## src/spm_pkg.sv

```systemverilog
// Purpose: shared constants for the self-programming control block
// Assumes: 10 MHz mclk
// Notes:   one-hot flash state codes
package spm_pkg;
   localparam logic [7:0]  CTRL_DATA_OFFSET = 8'h57;
   localparam logic [7:0]  PORT_SHIFT       = 8'h20;
   localparam logic [7:0]  CTRL_RESET       = 8'h00;
   localparam int          BIT_IE           = 7;
   localparam int          BIT_BUSY         = 6;
   localparam int          BIT_SIG          = 5;
   localparam int          BIT_RWW          = 4;
   localparam int          BIT_BLB          = 3;
   localparam int          BIT_PGW          = 2;
   localparam int          BIT_PGE          = 1;
   localparam int          BIT_ARM          = 0;
   localparam logic [4:0]  CMD_FILL         = 5'h01;
   localparam logic [4:0]  CMD_ERASE        = 5'h03;
   localparam logic [4:0]  CMD_WRITE        = 5'h05;
   localparam logic [4:0]  CMD_LOCK         = 5'h09;
   localparam logic [4:0]  CMD_REEN         = 5'h11;
   localparam logic [15:0] Z_FUSE_LOW       = 16'h0000;
   localparam logic [15:0] Z_LOCK           = 16'h0001;
   localparam logic [15:0] Z_FUSE_EXT       = 16'h0002;
   localparam logic [15:0] Z_FUSE_HIGH      = 16'h0003;
   localparam logic [2:0]  ARM_SPM_CYCLES   = 3'h4;
   localparam logic [2:0]  ARM_LPM_CYCLES   = 3'h3;
   localparam logic [15:0] ERASED_WORD      = 16'hFFFF;
   localparam int          CLK_NS           = 100;
   localparam int          PROG_MIN_NS      = 3200000;
   localparam int          PROG_MAX_NS      = 3400000;
   localparam int          PROG_MIN_CYC     = (PROG_MIN_NS + CLK_NS - 1) / CLK_NS;
   localparam int          PROG_MAX_CYC     = PROG_MAX_NS / CLK_NS;
   typedef enum logic [2:0]
   {
      ST_IDLE  = 3'b001,
      ST_ERASE = 3'b010,
      ST_WRITE = 3'b100
   } flash_state_t;
endpackage

```

## src/page_buf_if.sv

```systemverilog
// Purpose: carrier between control logic and the temporary page buffer
// Assumes: read data one cycle after address
// Notes:   clear empties every word at once
`timescale 1ns/1ns
interface page_buf_if #(parameter int AW = 5, parameter int DW = 16);
   logic          wr_en;
   logic [AW-1:0] wr_addr;
   logic [DW-1:0] wr_data;
   logic          clear;
   logic [AW-1:0] rd_addr;
   logic [DW-1:0] rd_data;
   modport ctrl (output wr_en, wr_addr, wr_data, clear, rd_addr, input rd_data);
   modport mem  (input wr_en, wr_addr, wr_data, clear, rd_addr, output rd_data);
endinterface

```

## src/self_program_control.sv

```systemverilog
// Purpose: control register and sequencing for CPU self-programming of flash
// Assumes: CPU strobes are on mclk; spm_exec/lpm_exec are one-cycle pulses
// Notes:   boot sections and lock protection modes are not modelled
`timescale 1ns/1ns
module self_program_control
   import spm_pkg::*;
#(
   parameter int WORD_AW     = 5,
   parameter int PAGE_AW     = 7,
   parameter int PROG_CYCLES = PROG_MIN_CYC
)
(
   input  wire logic               mclk,
   input  wire logic               reset_n,
   input  wire logic               clk_en,
   input  wire logic [7:0]         io_addr,
   input  wire logic               io_is_port,
   input  wire logic               io_wr,
   input  wire logic               io_rd,
   input  wire logic [7:0]         io_wdata,
   output      logic [7:0]         io_rdata_q,
   input  wire logic               spm_exec,
   input  wire logic               lpm_exec,
   input  wire logic [15:0]        z_ptr,
   input  wire logic [15:0]        r1r0,
   input  wire logic               global_irq_en,
   input  wire logic               eeprom_write_active,
   input  wire logic [7:0]         lock_bits,
   input  wire logic [7:0]         fuse_low,
   input  wire logic [7:0]         fuse_high,
   input  wire logic [7:0]         fuse_ext,
   input  wire logic [7:0]         signature_byte,
   output      logic               lpm_override_q,
   output      logic [7:0]         lpm_data_q,
   output      logic               cpu_halt_q,
   output      logic               ready_irq_q,
   output      logic               flash_erase_q,
   output      logic               flash_wr_q,
   output      logic [PAGE_AW-1:0] flash_page_q,
   output      logic [WORD_AW-1:0] flash_word_q,
   output      logic [15:0]        flash_wdata_q
);
   localparam int PAGE_WORDS = 1 << WORD_AW;
   localparam logic [WORD_AW-1:0] LAST_WORD = WORD_AW'(PAGE_WORDS - 1);
   localparam logic [15:0] PROG_LOAD = 16'(PROG_CYCLES - 1);
   page_buf_if #(.AW(WORD_AW), .DW(16)) buf_bus ();
   page_buffer #(.AW(WORD_AW)) u_buf
   (
      .mclk    (mclk),
      .reset_n (reset_n),
      .clk_en  (clk_en),
      .bus     (buf_bus)
   );
   flash_state_t       state_q;
   logic               ie_q;
   logic               arm_q;
   logic               sig_q;
   logic               rww_q;
   logic               blb_q;
   logic               pgw_q;
   logic               pge_q;
   logic [2:0]         win_q;
   logic [15:0]        timer_q;
   logic [WORD_AW-1:0] idx_q;
   logic               stream_q;
   logic               vld1_q;
   logic [WORD_AW-1:0] word1_q;
   logic               wr_hit;
   logic               rd_hit;
   logic [4:0]         cmd;
   logic               legal;
   logic               arm_wr;
   logic               idle;
   logic               spm_take;
   logic               lpm_take;
   logic               done;
   logic               expire;
   logic [7:0]         ctrl_value;

   function automatic logic ctrl_hit(input logic [7:0] addr, input logic port);
      ctrl_hit = port ? (addr == CTRL_DATA_OFFSET - PORT_SHIFT)
                      : (addr == CTRL_DATA_OFFSET);
   endfunction

   assign idle   = (state_q == ST_IDLE);
   assign wr_hit = io_wr && ctrl_hit(io_addr, io_is_port);
   assign rd_hit = io_rd && ctrl_hit(io_addr, io_is_port);
   assign cmd    = io_wdata[4:0];
   // signature read is only legal on top of the plain arm pattern
   assign legal  = (cmd == CMD_ERASE || cmd == CMD_WRITE || cmd == CMD_LOCK ||
                    cmd == CMD_REEN || cmd == CMD_FILL) &&
                   !(io_wdata[BIT_SIG] && cmd != CMD_FILL);
   assign arm_wr = wr_hit && legal && idle && !eeprom_write_active;
   assign spm_take = spm_exec && arm_q && win_q != 3'h0 && idle &&
                     !eeprom_write_active;
   assign lpm_take = lpm_exec && arm_q && (blb_q || sig_q) &&
                     win_q > ARM_SPM_CYCLES - ARM_LPM_CYCLES &&
                     !eeprom_write_active;
   assign done   = !idle && timer_q == 16'h0000;
   assign expire = idle && arm_q && win_q == 3'h1 && !spm_take && !lpm_take;
   assign ctrl_value = {ie_q, 1'b0, sig_q, rww_q, blb_q, pgw_q, pge_q, arm_q};

   // buffer ports
   assign buf_bus.wr_en   = clk_en && spm_take && !sig_q && !pgw_q && !pge_q &&
                            !rww_q && !blb_q;
   assign buf_bus.wr_addr = z_ptr[WORD_AW:1];
   assign buf_bus.wr_data = r1r0;
   assign buf_bus.clear   = clk_en && ((arm_wr && cmd == CMD_REEN) ||
                            (done && state_q == ST_WRITE));
   assign buf_bus.rd_addr = idx_q;

   always_ff @(posedge mclk)
   begin
      if (!reset_n)
         ie_q <= CTRL_RESET[BIT_IE];
      else if (clk_en && wr_hit)
         ie_q <= io_wdata[BIT_IE];
   end

   // command bits and arm window
   always_ff @(posedge mclk)
   begin
      if (!reset_n)
      begin
         arm_q <= CTRL_RESET[BIT_ARM];
         sig_q <= CTRL_RESET[BIT_SIG];
         rww_q <= CTRL_RESET[BIT_RWW];
         blb_q <= CTRL_RESET[BIT_BLB];
         pgw_q <= CTRL_RESET[BIT_PGW];
         pge_q <= CTRL_RESET[BIT_PGE];
         win_q <= 3'h0;
      end
      else if (clk_en)
      begin
         if (arm_wr)
         begin
            arm_q <= 1'b1;
            sig_q <= io_wdata[BIT_SIG];
            rww_q <= io_wdata[BIT_RWW];
            blb_q <= io_wdata[BIT_BLB];
            pgw_q <= io_wdata[BIT_PGW];
            pge_q <= io_wdata[BIT_PGE];
            win_q <= ARM_SPM_CYCLES;
         end
         else if (done)
         begin
            arm_q <= 1'b0;
            pgw_q <= 1'b0;
            pge_q <= 1'b0;
         end
         else if (expire || lpm_take ||
                  (spm_take && !sig_q && !pgw_q && !pge_q))
         begin
            arm_q <= 1'b0;
            sig_q <= 1'b0;
            rww_q <= 1'b0;
            blb_q <= 1'b0;
            pgw_q <= 1'b0;
            pge_q <= 1'b0;
            win_q <= 3'h0;
         end
         else if (spm_take && (pgw_q || pge_q))
            win_q <= 3'h0;
         else if (idle && win_q != 3'h0)
            win_q <= win_q - 3'h1;
      end
   end

   // erase and write sequencing
   always_ff @(posedge mclk)
   begin
      if (!reset_n)
      begin
         state_q       <= ST_IDLE;
         timer_q       <= 16'h0000;
         cpu_halt_q    <= 1'b0;
         flash_erase_q <= 1'b0;
         flash_page_q  <= '0;
      end
      else if (clk_en)
      begin
         flash_erase_q <= 1'b0;
         unique case (state_q)
            ST_IDLE:
            begin
               // signature arming blocks both actions here
               if (spm_take && !sig_q && (pge_q || pgw_q))
               begin
                  state_q       <= pge_q ? ST_ERASE : ST_WRITE;
                  timer_q       <= PROG_LOAD;
                  cpu_halt_q    <= 1'b1;
                  flash_erase_q <= pge_q;
                  flash_page_q  <= z_ptr[WORD_AW+PAGE_AW:WORD_AW+1];
               end
            end
            ST_ERASE, ST_WRITE:
            begin
               if (done)
               begin
                  state_q    <= ST_IDLE;
                  cpu_halt_q <= 1'b0;
               end
               else
                  timer_q <= timer_q - 16'h0001;
            end
         endcase
      end
   end

   // buffer to flash copy, two register stages deep
   always_ff @(posedge mclk)
   begin
      if (!reset_n)
      begin
         idx_q         <= '0;
         stream_q      <= 1'b0;
         vld1_q        <= 1'b0;
         word1_q       <= '0;
         flash_wr_q    <= 1'b0;
         flash_word_q  <= '0;
         flash_wdata_q <= ERASED_WORD;
      end
      else if (clk_en)
      begin
         if (idle && spm_take && !sig_q && pgw_q && !pge_q)
         begin
            stream_q <= 1'b1;
            idx_q    <= '0;
         end
         else if (stream_q)
         begin
            idx_q <= idx_q + 1'b1;
            if (idx_q == LAST_WORD)
               stream_q <= 1'b0;
         end
         vld1_q        <= stream_q;
         word1_q       <= idx_q;
         flash_wr_q    <= vld1_q;
         flash_word_q  <= word1_q;
         flash_wdata_q <= buf_bus.rd_data;
      end
   end

   // special load results
   always_ff @(posedge mclk)
   begin
      if (!reset_n)
      begin
         lpm_override_q <= 1'b0;
         lpm_data_q     <= 8'h00;
      end
      else if (clk_en)
      begin
         lpm_override_q <= lpm_take;
         if (lpm_take && sig_q)
            lpm_data_q <= signature_byte;
         else if (lpm_take)
         begin
            unique case (z_ptr[1:0])
               Z_LOCK[1:0]:      lpm_data_q <= lock_bits;
               Z_FUSE_EXT[1:0]:  lpm_data_q <= fuse_ext;
               Z_FUSE_HIGH[1:0]: lpm_data_q <= fuse_high;
               Z_FUSE_LOW[1:0]:  lpm_data_q <= fuse_low;
            endcase
         end
      end
   end

   always_ff @(posedge mclk)
   begin
      if (!reset_n)
      begin
         io_rdata_q  <= 8'h00;
         ready_irq_q <= 1'b0;
      end
      else if (clk_en)
      begin
         io_rdata_q  <= rd_hit ? ctrl_value : 8'h00;
         ready_irq_q <= ie_q && global_irq_en && !arm_q && idle &&
                        !eeprom_write_active;
      end
   end
   a_busy_bit_zero: assert property (@(posedge mclk) disable iff (!reset_n)
      io_rdata_q[BIT_BUSY] == 1'b0) else $error("busy bit read as one");
   a_port_alias: assert property (@(posedge mclk) disable iff (!reset_n)
      (clk_en && io_rd && io_is_port && io_addr == CTRL_DATA_OFFSET - PORT_SHIFT)
      |=> io_rdata_q == $past(ctrl_value)) else $error("port read wrong");
   a_irq_held: assert property (@(posedge mclk) disable iff (!reset_n)
      (clk_en && ie_q && global_irq_en && !arm_q && idle && !eeprom_write_active)
      |=> ready_irq_q) else $error("ready interrupt missing");
   a_irq_quiet: assert property (@(posedge mclk) disable iff (!reset_n)
      (clk_en && (eeprom_write_active || !idle)) |=> !ready_irq_q)
      else $error("interrupt during busy");
   a_halt_span: assert property (@(posedge mclk) disable iff (!reset_n)
      $rose(cpu_halt_q) |-> cpu_halt_q[*8]) else $error("halt dropped early");
   a_erase_start: assert property (@(posedge mclk) disable iff (!reset_n)
      (clk_en && idle && spm_take && pge_q && !sig_q)
      |=> flash_erase_q && cpu_halt_q && arm_q) else $error("erase not started");
   a_sig_no_store: assert property (@(posedge mclk) disable iff (!reset_n)
      (clk_en && spm_take && sig_q) |=> !cpu_halt_q && !flash_erase_q)
      else $error("store acted on signature");
   a_done_clears: assert property (@(posedge mclk) disable iff (!reset_n)
      (clk_en && done) |=> !arm_q && !pgw_q && !pge_q && !cpu_halt_q)
      else $error("bits not cleared at end");
   a_bad_cmd: assert property (@(posedge mclk) disable iff (!reset_n)
      (clk_en && wr_hit && !legal && !arm_q) |=> !arm_q)
      else $error("illegal pattern armed");
   a_window_len: assert property (@(posedge mclk) disable iff (!reset_n)
      (clk_en && arm_wr && cmd == CMD_FILL && !io_wdata[BIT_SIG]) ##1
      (clk_en && !spm_exec && !wr_hit)[*4] |=> !arm_q)
      else $error("arm window not four cycles");
endmodule

```

## src/page_buffer.sv

```systemverilog
// Purpose: temporary page buffer with per-word valid flags
// Assumes: synchronous active-low reset
// Notes:   cleared words read as erased flash
`timescale 1ns/1ns
module page_buffer
   import spm_pkg::*;
#(
   parameter int AW = 5
)
(
   input  wire logic mclk,
   input  wire logic reset_n,
   input  wire logic clk_en,
   page_buf_if.mem   bus
);
   logic [15:0]        mem_q [0:(1<<AW)-1];
   logic [(1<<AW)-1:0] valid_q;
   logic [15:0]        rd_q;

   // valid flags make a whole-page clear a single cycle
   always_ff @(posedge mclk)
   begin
      if (!reset_n)
         valid_q <= '0;
      else if (clk_en)
      begin
         // a word stored in the clearing cycle survives: set wins
         if (bus.clear)
            valid_q <= '0;
         if (bus.wr_en)
            valid_q[bus.wr_addr] <= 1'b1;
      end
   end

   always_ff @(posedge mclk)
   begin
      if (clk_en && bus.wr_en)
         mem_q[bus.wr_addr] <= bus.wr_data;
   end

   always_ff @(posedge mclk)
   begin
      if (!reset_n)
         rd_q <= ERASED_WORD;
      else if (clk_en)
         rd_q <= valid_q[bus.rd_addr] ? mem_q[bus.rd_addr] : ERASED_WORD;
   end

   assign bus.rd_data = rd_q;
endmodule

```

## config.mk

```make
export PLATFORM = sky130hd
export DESIGN_NAME = self_program_control
export DESIGN_NICKNAME = d
export VERILOG_FILES = /design/src/spm_pkg.sv /design/src/page_buf_if.sv /design/src/self_program_control.sv /design/src/page_buffer.sv
export SDC_FILE = /design/constraint.sdc
export NUM_CORES = 1
export LEC_CHECK = 0
export BUFFER_PORTS_ARGS = -buffer_cell sky130_fd_sc_hd__buf_4
export CORE_MARGIN = 8
export CORE_UTILIZATION = 50
export CTS_BUF_LIST = sky130_fd_sc_hd__clkbuf_8
export DETAILED_ROUTE_END_ITERATION = 7
export PLACE_DENSITY_LB_ADDON = 0.08
export SYNTH_ARGS = -nofsm -noshare
export SYNTH_HDL_FRONTEND = slang
export SYNTH_SLANG_ARGS = --single-unit
```

## constraint.sdc

```tcl
create_clock -name mclk -period 7.8 [get_ports mclk]
set_input_delay 0.39 -clock mclk [delete_from_list [all_inputs] [get_ports mclk]]
set_output_delay 0.39 -clock mclk [all_outputs]
set_load 0.03 [all_outputs]
```

# Word-level counts from Yosys, hierarchy flattened
# Memory sizes are Yosys's and may differ from the RTL's. A register that Yosys moved wholly into a read port is not among the register bits.
# Index checks and enable logic that the tools add are counted.
word_totals:
  out_inout_bits: 49
  elab_cells: 188
  inputBits: 98
  ff_bits: 138
  ram_bits: 512
  memories: 1
classes:
  n_lt_le_gt_ge: 4
  n_reduce_logical: 84
  addsub: 3
  bitwise: 1
  eq_ne: 20
  muxes: 49
memory_table:
  columns: ["memory", "depth", "width", "rd", "rd_ports_with_merged_regs", "wr", "line_no", "source"]
  rows:
  - ["u_buf.mem_q", 32, 16, 1, 1, 1, "page_buffer.sv:16", "logic [15:0] mem_q [0:(1<<AW)-1];"]
ops:
  columns: ["cell", "count"]
  rows:
  - ["32-bit 2-to-1 mux", 4]
  - ["16-bit 2-to-1 mux", 3]
  - ["1-bit logical AND", 47]
  - ["32-bit OR", 1]
  - ["16-bit one-hot mux with 2 select lines", 1]
  - ["8-bit one-hot mux with 4 select lines", 1]
  - ["3-bit 2-to-1 mux", 8]
  - ["8-bit 2-to-1 mux", 3]
  - ["1-bit 2-to-1 mux", 21]
  - ["5-bit 2-to-1 mux", 4]
  - ["16-bit logical NOT", 1]
  - ["16-bit by 1-bit subtractor with 16-bit output, second input constant", 1]
  - ["3-bit AND reduction", 5]
  - ["5-bit by 6-bit < comparator with 1-bit output, second input constant", 2]
  - ["1-bit logical NOT", 11]
  - ["5-bit equality test, second input constant", 2]
  - ["1-bit logical OR", 9]
  - ["8-bit by 6-bit equality test with 1-bit output, second input constant", 1]
  - ["8-bit by 7-bit equality test with 1-bit output, second input constant", 1]
  - ["3-bit by 1-bit equality test with 1-bit output, second input constant", 2]
  - ["2-bit inequality test, second input constant", 3]
  - ["3-bit one-hot mux with 2 select lines", 1]
  - ["2-bit AND reduction", 3]
  - ["2-bit nonzero test", 3]
  - ["21 further kinds", 23]

# Logic depth before layout (Yosys ltp)
# Gate-level depths: netlist of run 1.
logic_depth:
  depth_word: 17
  mapped_depth: 9
  ltp_nobuf: 8

# Modules after synthesis
# A second synthesis of run 1 with hierarchy kept.
hier_totals:
  cells_unflattened: 1590
  area_unflattened_um2: 25907.3
by_module_without_submodules:
  columns: ["mod", "cells_each", "area_each_um2", "seq_area_each_um2", "instances"]
  rows:
  - ["page_buffer", 1151, 21777.1, 16335.7, 1]
  - ["self_program_control", 439, 4130.2, 1781.7, 1]

# Worst setup path after synthesis of run 1
# No wires, ideal clock.
synth_path:
  path_type: "flip-flop to flip-flop"
  start: "reg win_q[0]"
  end: "mem u_buf.mem_q[24][0] (enable)"
  synth_period_minus_slack_ps: 2912
  setup_time_ps: 388
  t_required_ps: 7412
  arrival_time_ps: 2524
  stages_incl_launch_ff: 9
  path_buffers: 0
  path_slack_ps: 4888
  cell_sequence: "dfxtp_1 inv_1 ha_1 nor2b_1 nor2_1 nand3_1 nor3b_1 nand4_1 nor2_1"
synth_between:
  elab_chain_cells: 13
synth_lines:
  columns: ["item", "line_no", "source"]
  rows:
  - ["from (decl)", "self_program_control.sv:62", "logic [2:0] win_q;"]
  - ["from (signal assigned)", "self_program_control.sv:165", "win_q <= win_q - 3'h1;"]
  - ["3-bit nonzero test", "self_program_control.sv:94", "assign spm_take = spm_exec && arm_q && win_q != 3'h0 && idle &&"]
  - ["1-bit logical AND (3 in series)", "self_program_control.sv:94", null]
  - ["1-bit logical AND (5 in series)", "self_program_control.sv:104", "assign buf_bus.wr_en = clk_en && spm_take && !sig_q && !pgw_q && !pge_q &&"]
  - ["1-bit logical AND", "self_program_control.sv:105", "!rww_q && !blb_q;"]
  - ["1-bit logical AND", "page_buffer.sv:37", "if (clk_en && bus.wr_en)"]
  - ["1-bit 2-to-1 mux", "page_buffer.sv:37", null]
  - ["1-bit 2-to-1 mux (implied by the code)", "page_buffer.sv:38", "mem_q[bus.wr_addr] <= bus.wr_data;"]
  - ["to (decl)", "page_buffer.sv:16", null]
# Every way passes these cells.

# Final worst setup path of run 1
layout_path:
  start: "reg win_q[0]"
  end: "mem u_buf.mem_q[31][15] (enable)"
# Same word-level chain as after synthesis.

==> results of run 1 <==
## critical path, stage by stage, from the launching register on
cell,delay (ns)
sky130_fd_sc_hd__dfxtp_1,0.39
sky130_fd_sc_hd__inv_1,0.10
sky130_fd_sc_hd__ha_1,0.23
sky130_fd_sc_hd__nor2b_1,0.17
sky130_fd_sc_hd__nor2_1,0.19
sky130_fd_sc_hd__nand3_1,0.23
sky130_fd_sc_hd__nor3b_1,0.50
sky130_fd_sc_hd__nand4_1,0.62
sky130_fd_sc_hd__nor2_2,1.05
## layer usage
layer,part of all wire,vias up,global-route usage
li1,-,6359,-
met1,0.43,7334,0.2797
met2,0.49,409,0.3317
met3,0.051,116,0.03483
met4,0.029,0,0.06953
met5,0,-,0
## worst max path at each step
stage	startpoint	end	slack, ns	cells past startpoint
after floorplan	win_q[0]$_SDFFE_PN0P_	u_buf.mem_q[24][0]$_DFFE_PP_	4.89	8
after global placement	clk_en	u_buf.mem_q[30][9]$_DFFE_PP_	3.91	5
after detailed placement	clk_en	u_buf.mem_q[29][0]$_DFFE_PP_	3.84	5
after CTS	win_q[0]$_SDFFE_PN0P_	u_buf.mem_q[29][0]$_DFFE_PP_	3.94	8
after global routing	win_q[0]$_SDFFE_PN0P_	u_buf.mem_q[30][8]$_DFFE_PP_	3.68	8
final	win_q[0]$_SDFFE_PN0P_	u_buf.mem_q[31][15]$_DFFE_PP_	3.91	8
## power groups by stage
stage | Clock, mW | Sequential [mW] | Combinational (mW)
5_1_grt | 3.01 | 3.78 | 0.268
4_1_cts | 2.87 | 3.78 | 0.250
3_5_place_dp | 0 | 3.85 | 0.243
3_3_place_gp | 0 | 3.85 | 0.236
2_1_floorplan | 0 | 3.85 | 0.134
6_report | 2.79 | 3.78 | 0.247
## cell type report
class	instances	area, um2
Multi-Input combinational cell	728	6843
Sequential cell	654	18230
Inverter	13	48.80
Tap cell	672	840.8
Clock buffer	125	1720
Fill cell	3863	20710
Timing Repair Buffer	190	1474
Clock inverter	68	312.8
## registers in the layout, indices dropped and copies added, names as in the netlist, 3 cells and up, named ones only
| register | flops |
|---|---|
| flash_wdata_q | 16 |
| u_buf.bus.rd_data | 16 |
| state_q | 3 |
| lpm_data_q | 8 |
| buf_bus.rd_addr | 5 |
| word1_q | 5 |
| flash_word_q | 5 |
| io_rdata_q | 7 |
| timer_q | 16 |
| win_q | 3 |
| u_buf.mem_q | 512 |
| u_buf.valid_q | 32 |
| flash_page_q | 7 |
## kinds of logic (layout without fill, tap and decap cells)
family	after synthesis	after routing	synth area share
buf+inv	102	396	0.01641
xor+xnor	16	16	0.005504
fa+ha+maj	6	6	0.002948
flops	654	654	0.7154
mux	200	200	0.1489
other cells	1	1	0.0001473
compound gates	198	198	0.05243
simple gates	307	307	0.05818
## through the flow
stage | std cells | cell area [um2] | hold slack [ns]
5_1_grt | 2450 | 29460 | 0.03781
3_3_place_gp | 2243 | 27290 | 0.4510
3_5_place_dp | 2243 | 27290 | 0.4583
4_1_cts | 2450 | 29460 | 0.002555
6_report | 2450 | 29460 | 0.05484
2_1_floorplan | 1484 | 25460 | 0.4430
## layout by cell type (no fill, tap or decap), types with 4 or more instances in the layout
master and instances:
sky130_fd_sc_hd__clkinv_1 9, sky130_fd_sc_hd__ha_1 6, sky130_fd_sc_hd__mux4_2 143, sky130_fd_sc_hd__o22a_1 15
sky130_fd_sc_hd__nor3_1 15, sky130_fd_sc_hd__a211oi_1 13, sky130_fd_sc_hd__edfxtp_1 512, sky130_fd_sc_hd__a31oi_1 19
sky130_fd_sc_hd__nor4_1 8, sky130_fd_sc_hd__o21ai_0 11, sky130_fd_sc_hd__nand2b_1 5, sky130_fd_sc_hd__a21oi_1 25
sky130_fd_sc_hd__nor2_1 131, sky130_fd_sc_hd__nand3_1 9, sky130_fd_sc_hd__and3_1 5, sky130_fd_sc_hd__nor3b_1 5
sky130_fd_sc_hd__xnor2_1 15, sky130_fd_sc_hd__or3_1 6, sky130_fd_sc_hd__a22oi_1 34, sky130_fd_sc_hd__nor2b_1 4
sky130_fd_sc_hd__buf_4 175, sky130_fd_sc_hd__nand4_1 4, sky130_fd_sc_hd__clkinv_2 4, sky130_fd_sc_hd__clkbuf_8 125
sky130_fd_sc_hd__mux2i_1 56, sky130_fd_sc_hd__dfxtp_1 140, sky130_fd_sc_hd__dlygate4sd3_1 14, sky130_fd_sc_hd__nand2_1 75
sky130_fd_sc_hd__or2_2 5, sky130_fd_sc_hd__inv_1 61, sky130_fd_sc_hd__o22ai_1 62, sky130_fd_sc_hd__nand3b_1 5
sky130_fd_sc_hd__a21o_1 4, sky130_fd_sc_hd__nor2_2 5
==> results.json, run 1 <==
{
  "minimum_setup_slack_after_placement_ns": 3.841,
  "cts-root-buf": "sky130_fd_sc_hd__clkbuf_8",
  "finalHoldViolations": 0,
  "post-route-period-util": 0.4981,
  "timing.setup.tns_ns": 0,
  "startpoint_types": "register",
  "grt_first_pass_wirelength_um": 90720,
  "clock_tree.htree_level_count": 3,
  "cellInternalPower_mw": 5.345,
  "yosys_warnings": 0,
  "core_area_um2": 50170,
  "num-nets-final": 1796,
  "grt_setup_unrepaired": "false",
  "max_cap_viol_count": 0,
  "ctsResizeCount": 0,
  "routed_wl_um": 60670,
  "global_route.usage.total": 0.2045,
  "ys_seq_area_frac": 0.7154,
  "hold_path_startpoint": "signature_byte[7]",
  "numPortBuffers": 141,
  "timing.hold.worst_endpoint": "lpm_data_q[7]$_SDFFE_PN0P_",
  "design.die.area_um2": 58400,
  "critPathMaxFanout": 16,
  "power.share.combinational": 0.036,
  "first_global_vias": 14430,
  "timing_max_transition_violations_final": 0,
  "reg2reg_to": "u_buf.mem_q[31][15]$_DFFE_PP_",
  "routed-via-count": 14218,
  "worst-slew-pin-transition_ns": 1.299,
  "hold_class": "in -> reg",
  "syn_to_final_growth_pct": 15.71,
  "synth_enable_flop_cells": 512,
  "power_leakage_nw": 9.846,
  "antenna_cells_inserted": 0,
  "crit_path_capture_type": "register",
  "numCtsBuffers": 105,
  "synth_most_common_cell": "sky130_fd_sc_hd__edfxtp_1",
  "run_status": "finished clean",
  "rr_worst_depth": 8,
  "antenna_left": 0,
  "clock_power_share": 0.409,
  "synth.area.top_cells": "sky130_fd_sc_hd__edfxtp_1 (60%), sky130_fd_sc_hd__mux4_2 (13%), sky130_fd_sc_hd__dfxtp_1 (11%)",
  "synth.lib_cells_used.distinct": 64,
  "whs_path_depth": 3,
  "r2r_start": "win_q[0]$_SDFFE_PN0P_",
  "die_h_um": 241.7,
  "drive_gt1_frac": 0.2705,
  "ff_latch_count_synth": 654,
  "rows": 82,
  "relSlewSlack": 0.1331,
  "synth_area_um2": 25460,
  "max_freq_mhz": 257.4,
  "ios": 147,
  "drtPass1Iterations": 5,
  "cell_type_with_the_largest_total_area_after_synthesis": "sky130_fd_sc_hd__edfxtp_1",
  "timing.critical_path.arrival_ns": 4.17,
  "synthesis.nets": 1588,
  "cts_tree": "yes",
  "yosysTopAreaCellShare": 0.6038,
  "setup_slack_ns": 3.915,
  "detail_route.vias_per_cell": 5.803,
  "numClockSinks": 654,
  "cp_data_required_time_ns": 8.09,
  "synthTopCellsByCount": "sky130_fd_sc_hd__edfxtp_1 (512), sky130_fd_sc_hd__mux4_2 (143), sky130_fd_sc_hd__dfxtp_1 (142), sky130_fd_sc_hd__nor2_1 (135), sky130_fd_sc_hd__nand2_1 (75)",
  "irDropWorstVdd_mv": 0.1647,
  "postSynthCellCount": 1484,
  "clock_latency_ns": 0.70,
  "netSwitchingPower_mw": 1.470,
  "cts.clk_slew.worst_paths_ns": 0.06,
  "critical_path_class": "reg -> reg",
  "post-cts-setup-buffers": 0,
  "timing.final.setup_violations": 0,
  "overflow": 0,
  "final.min_clock_period_ns": 3.885,
  "first_iter_violations": 1250,
  "cellPowerDensity_nw_per_um2": 231.3,
  "die_w_um": 241.7,
  "rrSetupSlack_ns": 3.91,
  "avgSynthCellArea_um2": 17.16,
  "ys_async_sr_fraction": 0,
  "timing.clock.skew_ns": 0.02097,
  "total_power_mw": 6.815,
  "number_of_antenna_violations_at_the_first_check_in_global_routing": 0,
  "drcViolationCount": 0,
  "ys_dominant_reg_cell": "sky130_fd_sc_hd__edfxtp_1",
  "start_util": 0.5075,
  "core_utilization_of_the_finished_layout": 0.5873,
  "detailedPlacementHpwl_um": 36270,
  "cts-root-to-sink-buffers": 3,
  "seqPwrFrac": 0.554,
  "grt_max_degree": 71,
  "postCtsHoldBufs": 14,
  "finalWeightedCongestion": 0.7839,
  "route.detailed.wl_per_inst_um": 24.76,
  "netSwitchingFraction": 0.2157
}
Power figures use the tool's default switching activity.
==> inputs of run 2 (changes only) <==
clock period = 3.7 ns   (was 7.8 ns; I/O delays follow)
==> run 2 against run 1 <==
  * Final area grew 1.1%
  * Worst setup slack worse by 3.7 ns
  * Clock skew rose by 0.0058 ns
  * Sequential share of layout area down 0.65 points
  * Clock power increased by 94%
  * Critical path type unchanged
  * Critical endpoint is now u_buf.mem_q[29][15]$_DFFE_PP_
  * Highest routed layer unchanged
==> results.json, run 2 (synthesized netlist as in run 1, its figures left out) <==
{
  "die_w_um": 241.7,
  "timing.critical_path.arrival_ns": 3.82,
  "layout_top_registers": "u_buf.mem_q: 512 flops, u_buf.valid_q: 32 flops",
  "routed_wl_um": 62700,
  "cts.clk_slew.worst_paths_ns": 0.06,
  "rr_worst_depth": 11,
  "final.min_clock_period_ns": 3.456,
  "num-nets-final": 1849,
  "critical_path_class": "reg -> reg",
  "numPortBuffers": 141,
  "antenna_left": 0,
  "startpoint_types": "register",
  "syn_to_final_growth_pct": 16.95,
  "post-route-period-util": 0.9340,
  "detailedPlacementHpwl_um": 38530,
  "timing.clock.skew_ns": 0.02677,
  "timing.final.setup_violations": 0,
  "grt_max_degree": 61,
  "drtPass1Iterations": 5,
  "overflow": 0,
  "cellPowerDensity_nw_per_um2": 468.2,
  "cts_tree": "yes",
  "number_of_antenna_violations_at_the_first_check_in_global_routing": 0,
  "relSlewSlack": 0.4182,
  "rows": 82,
  "routed-via-count": 14442,
  "core_area_um2": 50170,
  "core_utilization_of_the_finished_layout": 0.5936,
  "worst-slew-pin-transition_ns": 0.8727,
  "route.detailed.wl_per_inst_um": 25.07,
  "reg2reg_to": "u_buf.mem_q[29][15]$_DFFE_PP_",
  "most_common_library_cell_in_the_layout_ignoring_fill_and_taps": "sky130_fd_sc_hd__edfxtp_1",
  "first_iter_violations": 1284,
  "start_util": 0.5075,
  "total_power_mw": 13.94,
  "cts-root-to-sink-buffers": 3,
  "ios": 147,
  "cp_data_required_time_ns": 4.06,
  "grt_first_pass_wirelength_um": 93460,
  "finalWeightedCongestion": 0.7952,
  "run_status": "finished clean",
  "registers.top_by_ff_count": "u_buf.mem_q",
  "design.die.area_um2": 58400,
  "crit_path_capture_type": "register",
  "numClockSinks": 654,
  "clock_tree.htree_level_count": 3,
  "hold_class": "in -> reg",
  "power_leakage_nw": 9.925,
  "timing.setup.tns_ns": 0,
  "clock_latency_ns": 0.69,
  "critPathLaunch": "win_q[0]$_SDFFE_PN0P_",
  "max_cap_viol_count": 0,
  "drive_gt1_frac": 0.2609,
  "largest_register_ff_count": 512,
  "first_global_vias": 14938,
  "layout.cells.most_common_list": "sky130_fd_sc_hd__edfxtp_1 (512), sky130_fd_sc_hd__buf_4 (188), sky130_fd_sc_hd__mux4_2 (143)",
  "irDropWorstVdd_mv": 0.3505,
  "numCtsBuffers": 105,
  "rrSetupSlack_ns": 0.24,
  "global_route.usage.total": 0.2115,
  "grt_setup_unrepaired": "false",
  "critPathMaxFanout": 16,
  "setup.worst_path.end": "u_buf.mem_q[29][15]$_DFFE_PP_",
  "cts-root-buf": "sky130_fd_sc_hd__clkbuf_8",
  "finalHoldViolations": 0,
  "timing_max_transition_violations_final": 0,
  "drcViolationCount": 0,
  "die_h_um": 241.7,
  "detail_route.vias_per_cell": 5.774,
  "r2r_start": "win_q[0]$_SDFFE_PN0P_",
  "max_freq_mhz": 289.4
}
## run 2: cell types whose count changed in the layout (fill, tap and decap cells not counted), sizes merged, moves of 11 or more
| cell | change |
|---|---|
| dlygate4sd3 | +36 |
| clkinv | +25 |
| buf | +17 |
| clkbuf | -17 |
| inv | -11 |
## run 2: through the flow
stage                     hold WS [ns]  instance area [um2]  setup slack (ns)  instances
final                          0.07601                29780            0.2441       2501
after floorplan                 0.2839                25460            0.7877       1484
after detailed placement        0.4332                27460            0.6221       2260
after global placement          0.4195                27460            0.7552       2260
after CTS                      0.02507                29780            0.3236       2500
after global routing           0.06019                29780           0.03714       2500
## run 2: what timing repair did
item,4_1_cts,5_1_grt
hold buffers,50,0
hold endpoints to repair,563,0
gates resized for setup,0,0
setup buffers,0,0
## run 2: worst max-delay path, stage by stage (launching register included)
cell and delay, ns:
sky130_fd_sc_hd__dfxtp_1 0.37, sky130_fd_sc_hd__inv_1 0.09, sky130_fd_sc_hd__ha_1 0.23, sky130_fd_sc_hd__nor2b_1 0.18, sky130_fd_sc_hd__nor2_1 0.21, sky130_fd_sc_hd__nand3_1 0.24
sky130_fd_sc_hd__nor3b_1 0.46, sky130_fd_sc_hd__nand4_1 0.16, sky130_fd_sc_hd__dlygate4sd3_1 0.59, sky130_fd_sc_hd__buf_4 0.19, sky130_fd_sc_hd__nor2_2 0.10, sky130_fd_sc_hd__buf_4 0.28
## run 2: final cells by class
type	count	area (um2)
tap	672	840.8
fill	3829	20390
sequential	654	18230
antenna	1	2.502
timing repair buffer	243	2012
inverter	13	48.80
clock inverter	82	326.6
clock buffer	108	1486
multi-input combinational	728	6838
## run 2: worst min path at each step
stage                start                             end  cells after the start
2_1_floorplan      r1r0[0]     u_buf.mem_q[0][0]$_DFFE_PP_                      0
3_3_place_gp     z_ptr[10]    flash_page_q[4]$_SDFFE_PN0P_                      3
3_5_place_dp   io_wdata[7]               ie_q$_SDFFE_PN0P_                      3
4_1_cts           z_ptr[5]  u_buf.valid_q[27]$_SDFFE_PN0P_                      3
5_1_grt           z_ptr[5]  u_buf.valid_q[27]$_SDFFE_PN0P_                      3
6_report          z_ptr[5]  u_buf.valid_q[27]$_SDFFE_PN0P_                      3
## run 2: report_power, final
part | internal [mW] | switching, mW
registers | 7.94 | 0.0279
clock network | 2.69 | 2.72
logic | 0.226 | 0.341
## run 2: per-layer routing
metal,global-route usage,wire [um],share of wire
met5,0,0,0
met4,0.06314,1660,0.026
met3,0.03913,3290,0.052
met2,0.3447,30440,0.49
met1,0.2893,27300,0.44
==> inputs of run 3 (changes only) <==
CELL_PAD_IN_SITES_DETAIL_PLACEMENT = 0   (was default)
CELL_PAD_IN_SITES_GLOBAL_PLACEMENT = 2   (was default)
CORE_UTILIZATION = 48   (was 50)
==> run 3 against run 2 <==
  * Utilization shrank 2.1 points
  * Worst hold slack gained 0.017 ns
  * Die area grew 3.9%
  * Clock-buffer cell count grew 4
  * Critical path depth is the same
  * Power grew 4.6%
  * Register-to-register slack gained 0.11 ns
  * First-iteration DRC count shrank 9.4%
==> results.json, run 3 (synthesized netlist as in run 1, its figures left out) <==
{
  "multi_input_area_um2": 6848,
  "layout.cells.most_common_list": "sky130_fd_sc_hd__edfxtp_1 (512), sky130_fd_sc_hd__buf_4 (192), sky130_fd_sc_hd__mux4_2 (143)",
  "syn_to_final_growth_pct": 18.25,
  "ctsResizeCount": 0,
  "worst_path_dominant_cell_family": "simple AND/OR/NAND/NOR gates",
  "crit_path_capture_type": "register",
  "grt_max_degree": 51,
  "rows": 84,
  "startpoint_types": "register",
  "cp_data_required_time_ns": 4.04,
  "registers.top_by_ff_count": "u_buf.mem_q",
  "final.min_clock_period_ns": 3.345,
  "numClockSinks": 654,
  "irDropWorstVdd_mv": 0.3085,
  "number_of_antenna_violations_at_the_first_check_in_global_routing": 1,
  "critPathLaunch": "win_q[0]$_SDFFE_PN0P_",
  "global_route.usage.total": 0.2110,
  "hold_path_startpoint": "z_ptr[5]",
  "antenna_left": 0,
  "minimum_setup_slack_after_placement_ns": 0.6150,
  "fillers": 4148,
  "timing_max_transition_violations_final": 0,
  "timing.critical_path.cells": "inv_1, ha_1, nor2b_1, nor2_1, nand3_1, nor3b_1, nand4_1, dlygate4sd3_1, buf_4, nor2_2, buf_4",
  "grt_first_pass_wirelength_um": 95150,
  "timing.clock.skew_ns": 0.02464,
  "clock_latency_ns": 0.68,
  "route.detailed.wl_per_inst_um": 25.34,
  "grt_setup_unrepaired": "false",
  "worst_path_largest_cell_delay_ns": 0.57,
  "core_area_um2": 52550,
  "drcViolationCount": 0,
  "critical_path_class": "reg -> reg",
  "cts_tree": "yes",
  "detailedPlacementHpwl_um": 40060,
  "r2r_start": "win_q[0]$_SDFFE_PN0P_",
  "cts.clk_slew.worst_paths_ns": 0.06,
  "numCtsBuffers": 107,
  "ios": 147,
  "core_utilization_of_the_finished_layout": 0.5730,
  "post-route-period-util": 0.9040,
  "timing.final.setup_violations": 0,
  "worst-slew-pin-transition_ns": 0.9243,
  "cellPowerDensity_nw_per_um2": 484.5,
  "drive_gt1_frac": 0.2735,
  "max_freq_mhz": 299.0,
  "relSlewSlack": 0.3781,
  "largest_register_ff_count": 512,
  "detail_route.vias_per_cell": 5.693,
  "layout_top_registers": "u_buf.mem_q: 512 flops, u_buf.valid_q: 32 flops",
  "cts-root-to-sink-buffers": 3,
  "drtPass1Iterations": 5,
  "timing.setup.tns_ns": 0,
  "run_status": "finished clean",
  "die_h_um": 246.3,
  "timing.critical_path.arrival_ns": 3.69,
  "clock_tree.htree_level_count": 3,
  "routed_wl_um": 64110,
  "cts-root-buf": "sky130_fd_sc_hd__clkbuf_8",
  "critPathMaxFanout": 16,
  "finalWeightedCongestion": 0.7839,
  "power_leakage_nw": 10.05,
  "routed-via-count": 14404,
  "first_iter_violations": 1163,
  "num-nets-final": 1855,
  "most_common_library_cell_in_the_layout_ignoring_fill_and_taps": "sky130_fd_sc_hd__edfxtp_1",
  "first_global_vias": 14799,
  "numPortBuffers": 141,
  "max_cap_viol_count": 0,
  "overflow": 0,
  "cpMostUsedCell": "sky130_fd_sc_hd__buf_4",
  "start_util": 0.4845,
  "timing.critical_path.slowest_stage_cell": "sky130_fd_sc_hd__dlygate4sd3_1",
  "layout.area.seq_um2": 18230,
  "finalHoldViolations": 0,
  "critical_path.n_buffers_inverters": 4,
  "die_w_um": 246.3,
  "design.die.area_um2": 60670,
  "hold_class": "in -> reg",
  "setup_slack_ns": 0.3554
}
==> run 3: worst min-delay path, cell delays in order <==
cell and delay, ns:
sky130_fd_sc_hd__buf_4 0.14, sky130_fd_sc_hd__nand4_1 0.28, sky130_fd_sc_hd__o22ai_1 0.11
==> run 3: stage by stage <==
step	instance area (um2)	hold WS, ns	power (mW)	cells
floorplan	25460	0.2839	8.401	1484
global placement	27540	0.4204	8.642	2281
detailed placement	27540	0.4287	8.653	2281
CTS	30100	0.02186	14.75	2527
global route	30100	0.06516	15.11	2527
finish	30110	0.09282	14.59	2530
==> run 3: power breakdown <==
group	switching (mW)	leakage (nW)	internal (mW)
logic	0.338	3.13	0.230
registers	0.0292	5.75	7.94
clock network	2.77	1.18	3.28
total	3.14	10.1	11.4
==> run 3: routing by layer <==
| metal | share of wire | routed length, um | GRT usage |
|---|---|---|---|
| met4 | 0.028 | 1794 | 0.06720 |
| met1 | 0.44 | 28150 | 0.2914 |
| met5 | 0 | 0 | 0 |
| met3 | 0.057 | 3626 | 0.04548 |
| met2 | 0.48 | 30540 | 0.3339 |
==> run 3: final cells by class <==
type / count / share of cell area
sequential: 654 / 0.6053
multi-input combinational: 728 / 0.2274
timing repair buffer: 247 / 0.06815
clock buffer: 112 / 0.05119
tap: 688 / 0.02859
clock inverter: 85 / 0.01754
inverter: 13 / 0.001621
antenna: 3 / 0.0002493
==> run 3: worst paths after layout <==
check / to / slack, ns / cells after the start
hold reg to reg: u_buf.valid_q[20]$_SDFFE_PN0P_ / 0.46 / 2
setup reg to reg: u_buf.mem_q[24][10]$_DFFE_PP_ / 0.36 / 11
setup / recovery: u_buf.mem_q[24][10]$_DFFE_PP_ / 0.36 / 11
hold / removal: u_buf.valid_q[29]$_SDFFE_PN0P_ / 0.09 / 3
==> run 3: what timing repair did <==
item                                   4_1_cts  5_1_grt
setup buffers                                0        0
endpoints found under the hold margin      556        0
hold buffers                                49        0
